$ cat src/pwm_shutdown_consts.svh
/*
 * register offsets, field positions, reset values and timing counts
 * of the pwm shutdown and dead-band block.
 * assumes: included by bare name from the package and the checker.
 */
`ifndef PWM_SHUTDOWN_CONSTS_SVH
`define PWM_SHUTDOWN_CONSTS_SVH

// ----------------------------------------------------------------------
// register byte offsets on the wishbone bus
// ----------------------------------------------------------------------
`define OFS_SHUTDOWN_CONTROL        4'h0
`define OFS_RESTART_DEADBAND        4'h4
`define OFS_IRQ_STATUS              4'h8
`define OFS_IRQ_MASK                4'hC

// ----------------------------------------------------------------------
// field positions
// ----------------------------------------------------------------------
`define SD_FLAG_BIT                 7
`define SD_SRC_HI                   6
`define SD_SRC_LO                   4
`define SD_SAFE_A_HI                3
`define SD_SAFE_A_LO                2
`define SD_SAFE_B_HI                1
`define SD_SAFE_B_LO                0
`define RD_AUTO_BIT                 7
`define RD_COUNT_HI                 6
`define RD_COUNT_LO                 0
`define IRQ_SHUTDOWN_BIT            0
`define IRQ_RESUME_BIT              1

// ----------------------------------------------------------------------
// reset values
// ----------------------------------------------------------------------
`define RST_SHUTDOWN_CONTROL        8'h00
`define RST_RESTART_DEADBAND        8'h00
`define RST_IRQ                     2'h0

// ----------------------------------------------------------------------
// timing: instruction cycle is four oscillator periods; the oscillator
// period is taken as one sys_clk period, so the tick divides by four
// ----------------------------------------------------------------------
`define TOSC_PER_TCY                4
`define TCY_DIV_CYCLES              (`TOSC_PER_TCY)

`endif

$ cat src/pwm_shutdown_pkg.sv
/*
 * types shared by the pwm shutdown block and its submodules.
 * assumes: the constants header is in the same folder.
 */
`include "pwm_shutdown_consts.svh"

package pwm_shutdown_pkg;
    typedef logic [7:0] byte_t;
    typedef logic [6:0] dead_count_t;
    typedef logic [1:0] safe_state_t;
    typedef logic [2:0] src_sel_t;
    // pwm output phase of the shutdown controller
    typedef enum logic [1:0] {
        RUN,
        HELD,
        WAIT_PERIOD
    } run_state_e;
endpackage : pwm_shutdown_pkg

$ cat src/deadband_if.sv
/*
 * interface carrying one dead-band delay lane: raw drive in, delayed out.
 * assumes: one clock domain, driven by the top module.
 */
`timescale 1ns/100ps
`default_nettype none

interface deadband_if;
    logic                        raw_active;  // scheduled active level
    logic                        out_active;  // delayed active level
    pwm_shutdown_pkg::dead_count_t count;     // delay in instruction cycles
    modport lane (input raw_active, input count, output out_active);
    modport user (output raw_active, output count, input out_active);
endinterface : deadband_if

`default_nettype wire

$ cat src/deadband_lane.sv
/*
 * delays the inactive-to-active edge of one output by a count of
 * instruction cycles; the active-to-inactive edge passes at once.
 * assumes: tcy_tick is a one-cycle pulse every instruction cycle.
 */
`timescale 1ns/100ps
`default_nettype none

module deadband_lane (
    // clock and reset
    input  wire logic   sys_clk,
    input  wire logic   rst_b,
    // instruction cycle enable
    input  wire logic   tcy_tick,
    // lane signals
    deadband_if.lane    lane
);
    import pwm_shutdown_pkg::*;

    dead_count_t wait_ff;
    logic        out_ff;

    // ------------------------------------------------------------------
    // delay counter
    // ------------------------------------------------------------------
    // an active period shorter than the count ends before the counter
    // runs out, so the lane stays inactive the whole cycle
    always_ff @(posedge sys_clk or negedge rst_b) begin
        if (!rst_b) begin
            wait_ff <= 7'h00;
            out_ff  <= 1'b0;
        end else if (!lane.raw_active) begin
            wait_ff <= 7'h00;
            out_ff  <= 1'b0;
        end else if (!out_ff) begin
            if (wait_ff >= lane.count) begin
                out_ff <= 1'b1;
            end else if (tcy_tick) begin
                wait_ff <= wait_ff + 7'h01;
            end
        end
    end

    assign lane.out_active = out_ff;
endmodule : deadband_lane

`default_nettype wire

$ cat src/pwm_shutdown_deadband.sv
/*
 * auto-shutdown, restart and half-bridge dead-band stage of a pwm
 * output pair, with a classic wishbone register slave and interrupt.
 * assumes: pwm_raw comes from a base generator on sys_clk, period_start
 * is a one-cycle pulse at each period start, inputs are synchronous.
 */
// Chosen here: the Wishbone slave port and the register addresses.
`timescale 1ns/100ps
`default_nettype none

module pwm_shutdown_deadband (
    // clock and reset
    input  wire logic        sys_clk,
    input  wire logic        rst_b,
    // wishbone slave
    input  wire logic        wb_cyc_i,
    input  wire logic        wb_stb_i,
    input  wire logic        wb_we_i,
    input  wire logic [3:0]  wb_adr_i,
    input  wire logic [31:0] wb_dat_i,
    input  wire logic [3:0]  wb_sel_i,
    output logic      [31:0] wb_dat_o,
    output logic             wb_ack_o,
    // base pwm and triggers
    input  wire logic        pwm_raw,
    input  wire logic        period_start,
    input  wire logic        comparator_out,
    input  wire logic        comparator_timer_sync,
    input  wire logic        timer_sync_tick,
    input  wire logic        int_pin,
    // half-bridge pins, oe low while driving
    output logic             pwm_out_a,
    output logic             pwm_out_a_oe_b,
    output logic             pwm_out_b,
    output logic             pwm_out_b_oe_b,
    // status
    output logic             irq
);
    import pwm_shutdown_pkg::*;

    // ------------------------------------------------------------------
    // registers
    // ------------------------------------------------------------------
    logic        shutdown_event_flag_ff;
    src_sel_t    shutdown_source_select_ff;
    safe_state_t out_a_safe_state_ff;
    safe_state_t out_b_safe_state_ff;
    logic        auto_restart_enable_ff;
    dead_count_t deadband_count_ff;
    logic [1:0]  irq_status_ff;
    logic [1:0]  irq_mask_ff;
    run_state_e  state_ff;
    run_state_e  nxt_state;
    logic        cmp_prev_ff;
    logic        cmp_sync_ff;
    logic        cmp_level;
    logic        cmp_change;
    logic [1:0]  tcy_div_ff;
    logic        tcy_tick;
    logic        wb_ack_ff;
    logic [31:0] wb_dat_ff;

    // ------------------------------------------------------------------
    // helpers
    // ------------------------------------------------------------------
    // safe level for a pin: returns {drive, level}; drive low means hi-z
    function automatic logic [1:0] safe_drive(input safe_state_t sel);
        safe_drive = {~sel[1], sel[0] & ~sel[1]};
    endfunction : safe_drive

    // bus write on an offset, applied at the edge that sees ack high
    function automatic logic wr_hit(input logic [3:0] ofs);
        wr_hit = wb_cyc_i && wb_stb_i && wb_we_i && wb_ack_ff
                 && wb_sel_i[0] && (wb_adr_i == ofs);
    endfunction : wr_hit

    // ------------------------------------------------------------------
    // trigger conditions
    // ------------------------------------------------------------------
    // comparator change: with the sync option on, the level is only taken
    // on the sync tick, which adds the timer's delay
    always_ff @(posedge sys_clk or negedge rst_b) begin
        if (!rst_b) begin
            cmp_prev_ff <= 1'b0;
            cmp_sync_ff <= 1'b0;
        end else begin
            cmp_prev_ff <= cmp_level;
            if (!comparator_timer_sync || timer_sync_tick) begin
                cmp_sync_ff <= comparator_out;
            end
        end
    end

    // change pulses for one cycle when the compared level toggles: edge based
    assign cmp_level  = comparator_timer_sync ? cmp_sync_ff : comparator_out;
    assign cmp_change = (cmp_level != cmp_prev_ff);

    logic cmp_trigger;
    logic pin_trigger;
    logic condition;
    assign cmp_trigger = shutdown_source_select_ff[0] && cmp_change;
    assign pin_trigger = shutdown_source_select_ff[2] && !int_pin;
    assign condition   = cmp_trigger || pin_trigger;

    // ------------------------------------------------------------------
    // shutdown flag
    // ------------------------------------------------------------------
    logic flag_wr;
    assign flag_wr = wr_hit(`OFS_SHUTDOWN_CONTROL);

    // the condition always wins over a software clear
    always_ff @(posedge sys_clk or negedge rst_b) begin
        if (!rst_b) begin
            shutdown_event_flag_ff <= 1'b0;
        end else if (condition) begin
            shutdown_event_flag_ff <= 1'b1;
        end else if (flag_wr) begin
            shutdown_event_flag_ff <= wb_dat_i[`SD_FLAG_BIT];
        end else if (auto_restart_enable_ff && shutdown_event_flag_ff) begin
            shutdown_event_flag_ff <= 1'b0;
        end
    end

    // ------------------------------------------------------------------
    // configuration registers
    // ------------------------------------------------------------------
    always_ff @(posedge sys_clk or negedge rst_b) begin
        if (!rst_b) begin
            shutdown_source_select_ff <= 3'h0;
            out_a_safe_state_ff       <= 2'h0;
            out_b_safe_state_ff       <= 2'h0;
        end else if (flag_wr) begin
            shutdown_source_select_ff <= wb_dat_i[`SD_SRC_HI:`SD_SRC_LO];
            out_a_safe_state_ff <= wb_dat_i[`SD_SAFE_A_HI:`SD_SAFE_A_LO];
            out_b_safe_state_ff <= wb_dat_i[`SD_SAFE_B_HI:`SD_SAFE_B_LO];
        end
    end

    always_ff @(posedge sys_clk or negedge rst_b) begin
        if (!rst_b) begin
            auto_restart_enable_ff <= 1'b0;
            deadband_count_ff      <= 7'h00;
        end else if (wr_hit(`OFS_RESTART_DEADBAND)) begin
            auto_restart_enable_ff <= wb_dat_i[`RD_AUTO_BIT];
            deadband_count_ff      <= wb_dat_i[`RD_COUNT_HI:`RD_COUNT_LO];
        end
    end

    // ------------------------------------------------------------------
    // run state: resume waits for a period boundary
    // ------------------------------------------------------------------
    always_comb begin
        nxt_state = state_ff;
        case (state_ff)
            RUN: begin
                if (shutdown_event_flag_ff) nxt_state = HELD;
            end
            HELD: begin
                if (!shutdown_event_flag_ff) nxt_state = WAIT_PERIOD;
            end
            WAIT_PERIOD: begin
                if (shutdown_event_flag_ff) nxt_state = HELD;
                else if (period_start) nxt_state = RUN;
            end
            default: nxt_state = HELD;
        endcase
    end

    always_ff @(posedge sys_clk or negedge rst_b) begin
        if (!rst_b) begin
            state_ff <= RUN;
        end else begin
            state_ff <= nxt_state;
        end
    end

    // ------------------------------------------------------------------
    // instruction cycle tick and dead-band lanes
    // ------------------------------------------------------------------
    always_ff @(posedge sys_clk or negedge rst_b) begin
        if (!rst_b) begin
            tcy_div_ff <= 2'h0;
        end else begin
            tcy_div_ff <= tcy_div_ff + 2'h1;
        end
    end
    assign tcy_tick = (tcy_div_ff == 2'(`TCY_DIV_CYCLES - 1));

    deadband_if lane_a_if ();
    deadband_if lane_b_if ();
    assign lane_a_if.raw_active = pwm_raw;
    assign lane_b_if.raw_active = !pwm_raw;
    assign lane_a_if.count      = deadband_count_ff;
    assign lane_b_if.count      = deadband_count_ff;

    deadband_lane lane_a (
        .sys_clk  (sys_clk),
        .rst_b    (rst_b),
        .tcy_tick (tcy_tick),
        .lane     (lane_a_if.lane)
    );
    deadband_lane lane_b (
        .sys_clk  (sys_clk),
        .rst_b    (rst_b),
        .tcy_tick (tcy_tick),
        .lane     (lane_b_if.lane)
    );

    // ------------------------------------------------------------------
    // output stage
    // ------------------------------------------------------------------
    // outputs are registered; shutdown takes them one edge after the
    // trigger is seen, the closest a one-flop-out design gets
    logic shut_now;
    logic [1:0] safe_a;
    logic [1:0] safe_b;
    assign shut_now = condition || shutdown_event_flag_ff || (state_ff != RUN);
    assign safe_a   = safe_drive(out_a_safe_state_ff);
    assign safe_b   = safe_drive(out_b_safe_state_ff);

    always_ff @(posedge sys_clk or negedge rst_b) begin
        if (!rst_b) begin
            pwm_out_a      <= 1'b0;
            pwm_out_a_oe_b <= 1'b1;
            pwm_out_b      <= 1'b0;
            pwm_out_b_oe_b <= 1'b1;
        end else if (shut_now) begin
            pwm_out_a      <= safe_a[0];
            pwm_out_a_oe_b <= !safe_a[1];
            pwm_out_b      <= safe_b[0];
            pwm_out_b_oe_b <= !safe_b[1];
        end else begin
            pwm_out_a      <= lane_a_if.out_active;
            pwm_out_a_oe_b <= 1'b0;
            pwm_out_b      <= lane_b_if.out_active;
            pwm_out_b_oe_b <= 1'b0;
        end
    end

    // ------------------------------------------------------------------
    // interrupts: bit 0 shutdown entered, bit 1 pwm resumed
    // ------------------------------------------------------------------
    logic [1:0] irq_event;
    logic [1:0] irq_clear;
    assign irq_event = {(state_ff == WAIT_PERIOD) && (nxt_state == RUN),
                        (state_ff == RUN) && (nxt_state == HELD)};
    assign irq_clear = wr_hit(`OFS_IRQ_STATUS) ? wb_dat_i[1:0] : 2'h0;

    // set wins over a clear in the same cycle
    always_ff @(posedge sys_clk or negedge rst_b) begin
        if (!rst_b) begin
            irq_status_ff <= `RST_IRQ;
        end else begin
            irq_status_ff <= (irq_status_ff & ~irq_clear) | irq_event;
        end
    end

    always_ff @(posedge sys_clk or negedge rst_b) begin
        if (!rst_b) begin
            irq_mask_ff <= `RST_IRQ;
        end else if (wr_hit(`OFS_IRQ_MASK)) begin
            irq_mask_ff <= wb_dat_i[1:0];
        end
    end

    always_ff @(posedge sys_clk or negedge rst_b) begin
        if (!rst_b) begin
            irq <= 1'b0;
        end else begin
            irq <= |(((irq_status_ff & ~irq_clear) | irq_event) & irq_mask_ff);
        end
    end

    // ------------------------------------------------------------------
    // wishbone answer: ack one cycle after the request, then drop
    // ------------------------------------------------------------------
    always_ff @(posedge sys_clk or negedge rst_b) begin
        if (!rst_b) begin
            wb_ack_ff <= 1'b0;
            wb_dat_ff <= 32'h0000_0000;
        end else begin
            wb_ack_ff <= wb_cyc_i && wb_stb_i && !wb_ack_ff;
            case (wb_adr_i)
                `OFS_SHUTDOWN_CONTROL: wb_dat_ff <= {24'h00_0000,
                    shutdown_event_flag_ff, shutdown_source_select_ff,
                    out_a_safe_state_ff, out_b_safe_state_ff};
                `OFS_RESTART_DEADBAND: wb_dat_ff <= {24'h00_0000,
                    auto_restart_enable_ff, deadband_count_ff};
                `OFS_IRQ_STATUS:       wb_dat_ff <= {30'h0000_0000, irq_status_ff};
                `OFS_IRQ_MASK:         wb_dat_ff <= {30'h0000_0000, irq_mask_ff};
                default:               wb_dat_ff <= 32'h0000_0000;
            endcase
        end
    end

    assign wb_ack_o = wb_ack_ff;
    assign wb_dat_o = wb_dat_ff;
endmodule : pwm_shutdown_deadband

`default_nettype wire

$ cat config.mk
export PLATFORM = sky130hd
export DESIGN_NAME = pwm_shutdown_deadband
export DESIGN_NICKNAME = d
export VERILOG_FILES = /design/src/pwm_shutdown_pkg.sv /design/src/deadband_if.sv /design/src/deadband_lane.sv /design/src/pwm_shutdown_deadband.sv
export VERILOG_INCLUDE_DIRS = /design/src
export SDC_FILE = /design/constraint.sdc
export NUM_CORES = 1
export LEC_CHECK = 0
export BUFFER_PORTS_ARGS = -buffer_cell sky130_fd_sc_hd__buf_2
export CAP_MARGIN = 0
export CORE_UTILIZATION = 51
export CTS_CLUSTER_DIAMETER = 200
export CTS_CLUSTER_SIZE = 14
export DETAILED_ROUTE_END_ITERATION = 6
export PLACE_DENSITY = 0.89
export RECOVER_POWER = 50
export SYNTH_ARGS = -nofsm -noshare
export SYNTH_HDL_FRONTEND = slang
export SYNTH_SLANG_ARGS = --single-unit
export TNS_END_PERCENT = 30
$ cat constraint.sdc
create_clock -name sys_clk -period 2.35 [get_ports sys_clk]
set_input_delay 0.1175 -clock sys_clk [delete_from_list [all_inputs] [get_ports sys_clk]]
set_output_delay 0.1175 -clock sys_clk [all_outputs]
set_load 0.01 [all_outputs]
After elaboration in Yosys (flattened, before gate mapping)
Cells that the tools add are included.
Widths: inputs -> output; s select.
- reduce and logical (&&, ||, !) cells: 30
- bitwise gates (word level): 8
- eq/ne operators: 13
- multiplexer cells: 29
- add/subtract/negate cells: 3
- $lt $le $gt $ge: 2
- operators with widths (kind ; number):
    $mux 7 ; 8
    $pmux 8 s4 ; 1
    $add 7x1->7 const B ; 2
    $ge 7x7->1 ; 2
    $logic_and 1x1->1 ; 14
    $mux 1 ; 14
    $mux 2 ; 5
    $eq 4x4->1 const B ; 2
    $ne 2x2->1 const B ; 4
    $pmux 2 s3 ; 1
    $reduce_and 3->1 ; 2
    $and 2x2->2 ; 2
    $eq 2x1->1 const B ; 2
    $eq 2x2->1 const B ; 2
    $eq 4x3->1 const B ; 1
    $logic_not 2->1 ; 2
    $logic_not 4->1 ; 1
    $logic_or 1x1->1 ; 4
    $reduce_bool 2->1 ; 2
    $logic_not 1->1 ; 3
    $reduce_bool 3->1 ; 1
    $add 2x1->2 const B ; 1
    $and 1x1->1 ; 2
    $ne 2x1->1 const B ; 1
    other kinds (5) ; 6
- flip-flop bits (word level): 80

Depth between registers and ports, before layout
Gate-level depths: netlist of the first run.
- depth after elaboration: 11
- depth in mapped cells: 7

Hierarchy
From an unflattened synthesis of the first run, not the netlist that was laid out.
- cell total of the unflattened synthesis: 282
- area, all modules: 3052.9 µm²
- modules (own cells, without submodules) (module ; sequential area each (µm²) ; times used ; area an instance (µm²) ; cells each):
    pwm_shutdown_deadband ; 1003.5 ; 1 ; 1864.3 ; 150
    deadband_lane ; 200.2 ; 2 ; 594.3 ; 66

Worst setup path before layout of the first run
No wires, ideal clock.
- path type: reg2reg
- from: register deadband_count_ff[6]
- to: register lane_b.wait_ff[3]
- setup time: 78 ps
- clock period less this slack: 1824 ps
- setup slack: 526 ps
- stages on the path, launching flop included: 8
- arrival time: 1746 ps
- cells stage by stage: dfrtp_1 > inv_1 > ha_1 > a211oi_1 > and3_1 > o211ai_2 > or3_1 > a21oi_1
- longest elaborated chain between the ends: 3
- ends and longest elaborated chain (element ; RTL line ; RTL):
    from (decl) ; pwm_shutdown_deadband.sv:49 ; dead_count_t deadband_count_ff;
    from (signal assigned) ; pwm_shutdown_deadband.sv:145 ; deadband_count_ff <= wb_dat_i[`RD_COUNT_HI:`RD_COUNT_LO];
    $ge 7x7->1 ; deadband_lane.sv:36 ; if (wait_ff >= lane.count) begin
    $ne 2x2->1 (no line) ; -- ;
    $reduce_and 3->1 (no line) ; -- ;
    to (signal assigned) ; deadband_lane.sv:39 ; wait_ff <= wait_ff + 7'h01;
    to (decl) ; deadband_lane.sv:20 ; dead_count_t wait_ff;
Every way passes these cells.
A chain may end at the register's enable or synchronous reset.

Worst setup path after layout of the first run
- from: register deadband_count_ff[6]
- to: register lane_a.wait_ff[4]
- longest elaborated chain between the ends: 3
- ends and longest elaborated chain (element ; RTL line):
    $ge 7x7->1 ; deadband_lane.sv:36
    $ne 2x2->1 (no line) ; --
    $reduce_and 3->1 (no line) ; --
    to (signal assigned) ; deadband_lane.sv:39
    to (decl) ; deadband_lane.sv:20
Every way passes these cells.

==> out/summary.txt, run 1 <==
Max Freq -> 0.472 GHz
first drt pass iteration count -> 4
CP required -> 2.55 ns
Mapped Area -> 2950 µm²
via/cell ratio -> 5.18
Leakage -> 1.63 nW
worst skew pair latency -> 0.30 ns
first-pass GRT wire length -> 8870 µm
Setup Skew -> 0.00842 ns
DRC Markers -> 0
YS warnings -> 0
Slew HR -> 11.5%
Setup CP Type -> flip-flop to flip-flop
min cycle time layout -> 2.12 ns
setup TNS -> 0 ns
diode count -> 0
routed wire length -> 5300 µm
H-tree depth -> 2
Critical Path AT -> 2.31 ns
root buf cell -> clkbuf_8
boundary pin count -> 89
share of the clock period used by the worst path after layout -> 90.1%
area grow syn2layout -> 8.71%
ys async rst share -> 100%
Die Ht -> 78.0 µm
largest net degree at the start of global routing -> 57
Die Wd -> 78.0 µm
Worst setup SP type -> flip-flop
CTS Sinks -> 56
Layout Nets -> 379
Fin. Hold Viols -> 0
share of layout cells above drive strength 1 -> 18.9%
P_int -> 0.00131 W
Crit Path Max Fanout -> 7
pwr/cell area -> 553 nW/µm²
RSZ-0062 raised after global routing -> no
Routed Antenna Nets -> 0
Sw Share -> 25.9%
Reg power frac -> 59.9%
setup bufs post-CTS -> 0
status -> completed
CTS clk-pin slew, worst paths -> 0.09 ns
Routed WL per cell -> 13.8 µm
Peak supply drop -> 0.253 mV
Mean Syn Cell Area -> 10.9 µm²
GP Congestion -> 0.828
register area share after synthesis -> 47.7%
DR vias -> 1,988
Yosys cell types -> 43
CP endpoint kind -> flip-flop
Max-Cap Viols -> 0
Core Util, Final -> 57.8%
setup violators final -> 0
Remaining Overflow, GRT -> 0
Initial DRC Count -> 174
Syn Inst Count -> 269
clock power share -> 28.1%
Row Count -> 27
combinational group share of total power -> 12.0%
DIE AREA -> 6080 µm²
CTS tree -> done
main flop type after synthesis -> dfrtp_1
CTS Buf Count -> 5
core area -> 5540 µm²
Worst-Margin Slew -> 1.33 ns
Max Root-Sink Buffers -> 2
worst hold path class -> input port to flip-flop
port bufs -> 37
initial antenna violation count -> 0
EDFF count, synth -> 0
count of pins over their slew limit -> 0
vias in the first global route -> 1,839
Yosys reg bits -> 56
Starting Density -> 53.2%
total track usage -> 19.0%
Sw Pwr -> 0.000459 W
Post-DP HPWL -> 3870 µm
==> state kept, by name, indices dropped and copies added, names as in the netlist <==
name / count
deadband_count_ff: 7
lane_a.wait_ff: 7
wb_ack_o: 1
lane_b.wait_ff: 7
irq: 1
pwm_out_a: 1
cmp_sync_ff: 1
state_ff: 2
shutdown_source_select_ff: 3
pwm_out_a_oe_b: 1
lane_b.lane.out_active: 1
auto_restart_enable_ff: 1
irq_mask_ff: 2
out_b_safe_state_ff: 2
lane_a.lane.out_active: 1
wb_dat_o: 8
shutdown_event_flag_ff: 1
out_a_safe_state_ff: 2
pwm_out_b_oe_b: 1
tcy_div_ff: 2
irq_status_ff: 2
cmp_prev_ff: 1
pwm_out_b: 1
==> final timing paths <==
check / start / depth (start not counted) / end / slack (ns)
setup / recovery: deadband_count_ff[6]$_DFFE_PN0P_ / 7 / lane_a.wait_ff[4]$_DFFE_PN0P_ / 0.23
hold / removal: wb_adr_i[1] / 2 / wb_dat_o[1]$_DFF_PN0_ / 0.007
setup reg to reg: deadband_count_ff[6]$_DFFE_PN0P_ / 7 / lane_a.wait_ff[4]$_DFFE_PN0P_ / 0.23
hold reg to reg: tcy_div_ff[0]$_DFF_PN0_ / 1 / tcy_div_ff[0]$_DFF_PN0_ / 0.43
max in group asynchronous: rst_b / 3 / wb_dat_o[4]$_DFF_PN0_ / 0.82
min in group asynchronous: rst_b / 3 / state_ff[1]$_DFF_PN0_ / 0.72
==> synth_stat cells (2+ instances only) <==
master | count | area [µm²]
a211oi_1 | 2 | 15.0
a21oi_1 | 9 | 45.0
a22o_1 | 2 | 17.5
and2_1 | 2 | 12.5
and4_1 | 2 | 17.5
buf_4 | 25 | 188
clkbuf_1 | 3 | 11.3
dfrtp_1 | 54 | 1350
dfstp_2 | 2 | 52.6
ha_1 | 17 | 213
inv_1 | 13 | 48.8
mux2_2 | 15 | 169
mux2i_1 | 14 | 140
mux4_2 | 2 | 45.0
nand2_1 | 22 | 82.6
nand2b_1 | 7 | 43.8
nand3_1 | 8 | 40.0
nand4_1 | 5 | 31.3
nor2_1 | 17 | 63.8
nor2b_1 | 9 | 56.3
nor3b_1 | 2 | 15.0
o21ai_0 | 12 | 60.1
or3_1 | 4 | 25.0
xnor2_1 | 2 | 17.5
==> critical path, cell delays in order, from the launching register on <==
cell	delay, ns
dfrtp_1	0.39
inv_1	0.14
ha_1	0.27
a211oi_1	0.21
o21ai_0	0.18
a211oi_2	0.47
nand4_1	0.19
mux2i_1	0.15
==> cell type report <==
type	count	area, µm²
flip-flops and latches	56	1400
clock buffers	7	76.3
fillers	472	2340
well taps	72	90.1
multi-input cells	194	1380
inverters	13	48.8
repair buffers	41	203
clock inverters	1	5.00
==> cell families (layout without fill, tap and decap cells) <==
logic type	count (synthesis)	in the layout	share of synthesized area (%)
AOI/OAI and AO/OA	33	33	7.18
xor gates and xnor gates	3	3	0.892
adders and majority gates	17	17	7.22
buffers and inverters	42	62	8.58
DFF	56	56	47.7
muxes	31	31	12.0
other	1	24	0.127
and+or+nand+nor	86	86	16.3
==> per-stage QoR <==
stage	hold slack [ns]	setup WS [ns]	instance area [µm²]	total power, W	cells
floorplan	-0.178	0.526	3030	0.00123	292
global placement	0.278	0.323	3120	0.00128	374
detailed placement	0.288	0.269	3120	0.00129	374
CTS	0.00241	0.240	3220	0.00179	384
global route	0.0168	0.0909	3200	0.00187	384
finish	0.00694	0.232	3200	0.00177	384
==> layer usage <==
layer,global-route usage (%),share of wire (%)
met2,32.4,50
met1,24.3,44
met4,6.11,1.5
met3,3.88,5.1
met5,0,0
==> power groups by stage <==
stage                     Combinational [W]  Sequential, W  Clock, W
after floorplan                    0.000162        0.00107         0
after global placement             0.000207        0.00108         0
after detailed placement           0.000214        0.00108         0
after CTS                          0.000217        0.00106  0.000515
after global routing               0.000239        0.00107  0.000558
final                              0.000213        0.00106  0.000497
==> cells in the final DEF, fill, tap and decap left out, types with 4 or more instances in the layout <==
cell type | synthesis | routed
nand2b_1 | 7 | 7
conb_1 | 1 | 24
clkbuf_8 | 0 | 5
o21ai_0 | 12 | 12
a21oi_1 | 9 | 9
ha_1 | 17 | 17
nor2b_1 | 9 | 9
buf_2 | 1 | 25
inv_1 | 13 | 13
mux2i_1 | 14 | 14
dfrtp_1 | 54 | 54
nand2_1 | 22 | 22
or3_1 | 4 | 4
clkbuf_1 | 3 | 14
mux2_2 | 15 | 14
nand3_1 | 8 | 8
nor2_1 | 17 | 17
nand4_1 | 5 | 5
==> timing repair <==
item                                   CTS  global route
resized for setup                        0             0
endpoints found under the hold margin   56             0
hold buffers                             2             0
Power figures use the tool's default switching activity.
==> run 2, diff against run 1 <==
--- a/config.mk
+++ b/config.mk
@@ -8,6 +8,7 @@
 export LEC_CHECK = 0
 export BUFFER_PORTS_ARGS = -buffer_cell sky130_fd_sc_hd__buf_2
 export CAP_MARGIN = 0
+export CORE_MARGIN = 5
 export CORE_UTILIZATION = 51
 export CTS_CLUSTER_DIAMETER = 200
 export CTS_CLUSTER_SIZE = 14
==> out/summary.txt, run 2 (synthesized netlist as in run 1, its figures left out) <==
commonest non-fill, non-tap cells in the layout -> dfrtp_1, buf_2, conb_1, nand2_1
area grow syn2layout -> 9.90%
setup TNS -> 0 ns
first drt pass iteration count -> 4
largest net degree at the start of global routing -> 57
Setup CP Type -> flip-flop to flip-flop
worst hold path class -> input port to flip-flop
min cycle time layout -> 2.12 ns
Core Util, Final -> 58.1%
H-tree depth -> 2
commonest non-fill, non-tap cell in the layout -> dfrtp_1
HP Start -> wb_dat_i[4]
CTS Buf Count -> 5
CTS Sinks -> 56
first-pass GRT wire length -> 9410 µm
fillers -> 490
pwr/cell area -> 555 nW/µm²
diode count -> 0
critical path's slowest cell -> or3_1
Initial DRC Count -> 85
Place WS -> 0.260 ns
DR WL met2 -> 2830 µm
WL met1 -> 2310 µm
placed cell area -> 3130 µm²
count of pins over their slew limit -> 0
DIE AREA -> 7400 µm²
Final Non-Filler Cells -> 387
Routed WL per cell -> 14.4 µm
Starting Density -> 52.8%
setup violators final -> 0
DR vias -> 2,021
max reg flops -> 8
worst r2r src -> deadband_count_ff[6]$_DFFE_PN0P_
Worst setup SP type -> flip-flop
routed wire length -> 5560 µm
Max Root-Sink Buffers -> 2
CP peak stage delay -> 0.42 ns
CP Cell Sequence -> inv_1 > ha_1 > a211oi_1 > and3_1 > o211ai_2 > or3_1 > a21oi_1
top sig layer -> met4
cts repair resizes -> 0
RSZ-0062 raised after global routing -> no
Routed met3 length -> 287 µm
Max Freq -> 0.472 GHz
CP required -> 2.59 ns
Crit Path Max Fanout -> 10
Row Count -> 27
share of layout cells above drive strength 1 -> 19.4%
status -> completed
via/cell ratio -> 5.22
Fin. Hold Viols -> 0
Peak supply drop -> 0.341 mV
setup bufs post-CTS -> 0
share of the clock period used by the worst path after layout -> 90.2%
Die Wd -> 86.0 µm
Leakage -> 1.65 nW
GP Congestion -> 0.826
CP endpoint kind -> flip-flop
Max-Cap Viols -> 0
Layout Nets -> 382
boundary pin count -> 89
total track usage -> 16.0%
DRC Markers -> 0
CTS tree -> done
initial antenna violation count -> 0
worst skew pair latency -> 0.31 ns
root buf cell -> clkbuf_8
Worst-Margin Slew -> 1.36 ns
Die Ht -> 86.0 µm
core area -> 5570 µm²
vias in the first global route -> 2,054
dpl cells -> 375
CTS clk-pin slew, worst paths -> 0.10 ns
Setup Skew -> 0.00355 ns
Critical Path AT -> 2.36 ns
post-route cell area -> 3240 µm²
crit path launch -> deadband_count_ff[6]$_DFFE_PN0P_
min setup slack post-route -> 0.230 ns
Slew HR -> 9.55%
port bufs -> 37
Post-DP HPWL -> 4210 µm
Routed Antenna Nets -> 0
Remaining Overflow, GRT -> 0
run 2: changes by cell type in the layout (fill, tap and decap cells not counted), sizes merged:
cell / delta
clkinvlp: +1
buf: +1
dlygate4sd3: +2
clkbuf: -1
run 2: power by group:
| part | total, W | internal, W | switching, W |
|---|---|---|---|
| Combinational | 0.000216 | 0.0000903 | 0.000126 |
| Clock | 0.000519 | 0.000213 | 0.000307 |
| Sequential | 0.00106 | 0.00101 | 0.0000462 |
run 2: routing by layer:
metal  global-route usage, %  up-vias
met4                    8.78        0
met1                    19.2      983
met3                    2.50       10
li1                        -      973
met2                    27.3       55
met5                       0        -
run 2: what timing repair did:
action	in CTS	in global routing
hold buffers	4	0
setup endpoints to repair	0	0
endpoints found under the hold margin	56	0
run 2: metrics by stage:
stage / total power (W) / hold WS (ns)
3_5_place_dp: 0.00129 / 0.292
3_3_place_gp: 0.00128 / 0.276
4_1_cts: 0.00181 / 0.0120
2_1_floorplan: 0.00123 / -0.178
5_1_grt: 0.00188 / 0.0277
6_report: 0.00180 / 0.0162
run 2: layout make-up:
| class | count | area (µm²) | area share, % |
|---|---|---|---|
| tap | 72 | 90.1 | 2.78 |
| clock inverter | 2 | 16.3 | 0.503 |
| sequential | 56 | 1400 | 43.4 |
| multi-input combinational | 194 | 1380 | 42.5 |
| clock buffer | 6 | 72.6 | 2.24 |
| inverter | 13 | 48.8 | 1.51 |
| timing repair buffer | 44 | 230 | 7.11 |
run 2: worst max-delay path: cells and delay by family (launching register included):
family / cells / cell delay [ns]
buffers and inverters: 1 / 0.13
AOI/OAI and AO/OA: 3 / 0.59
and+or+nand+nor: 2 / 0.65
DFF: 1 / 0.39
adders and majority gates: 1 / 0.29
run 2: final timing paths:
check | to | slack [ns] | cells after the start
max | lane_b.wait_ff[3]$_DFFE_PN0P_ | 0.23 | 7
min | deadband_count_ff[4]$_DFFE_PN0P_ | 0.02 | 3
max reg2reg | lane_b.wait_ff[3]$_DFFE_PN0P_ | 0.23 | 7
min reg2reg | tcy_div_ff[0]$_DFF_PN0_ | 0.44 | 1
max in group asynchronous | lane_a.wait_ff[6]$_DFFE_PN0P_ | 0.81 | 3
min in group asynchronous | state_ff[1]$_DFF_PN0_ | 0.72 | 3
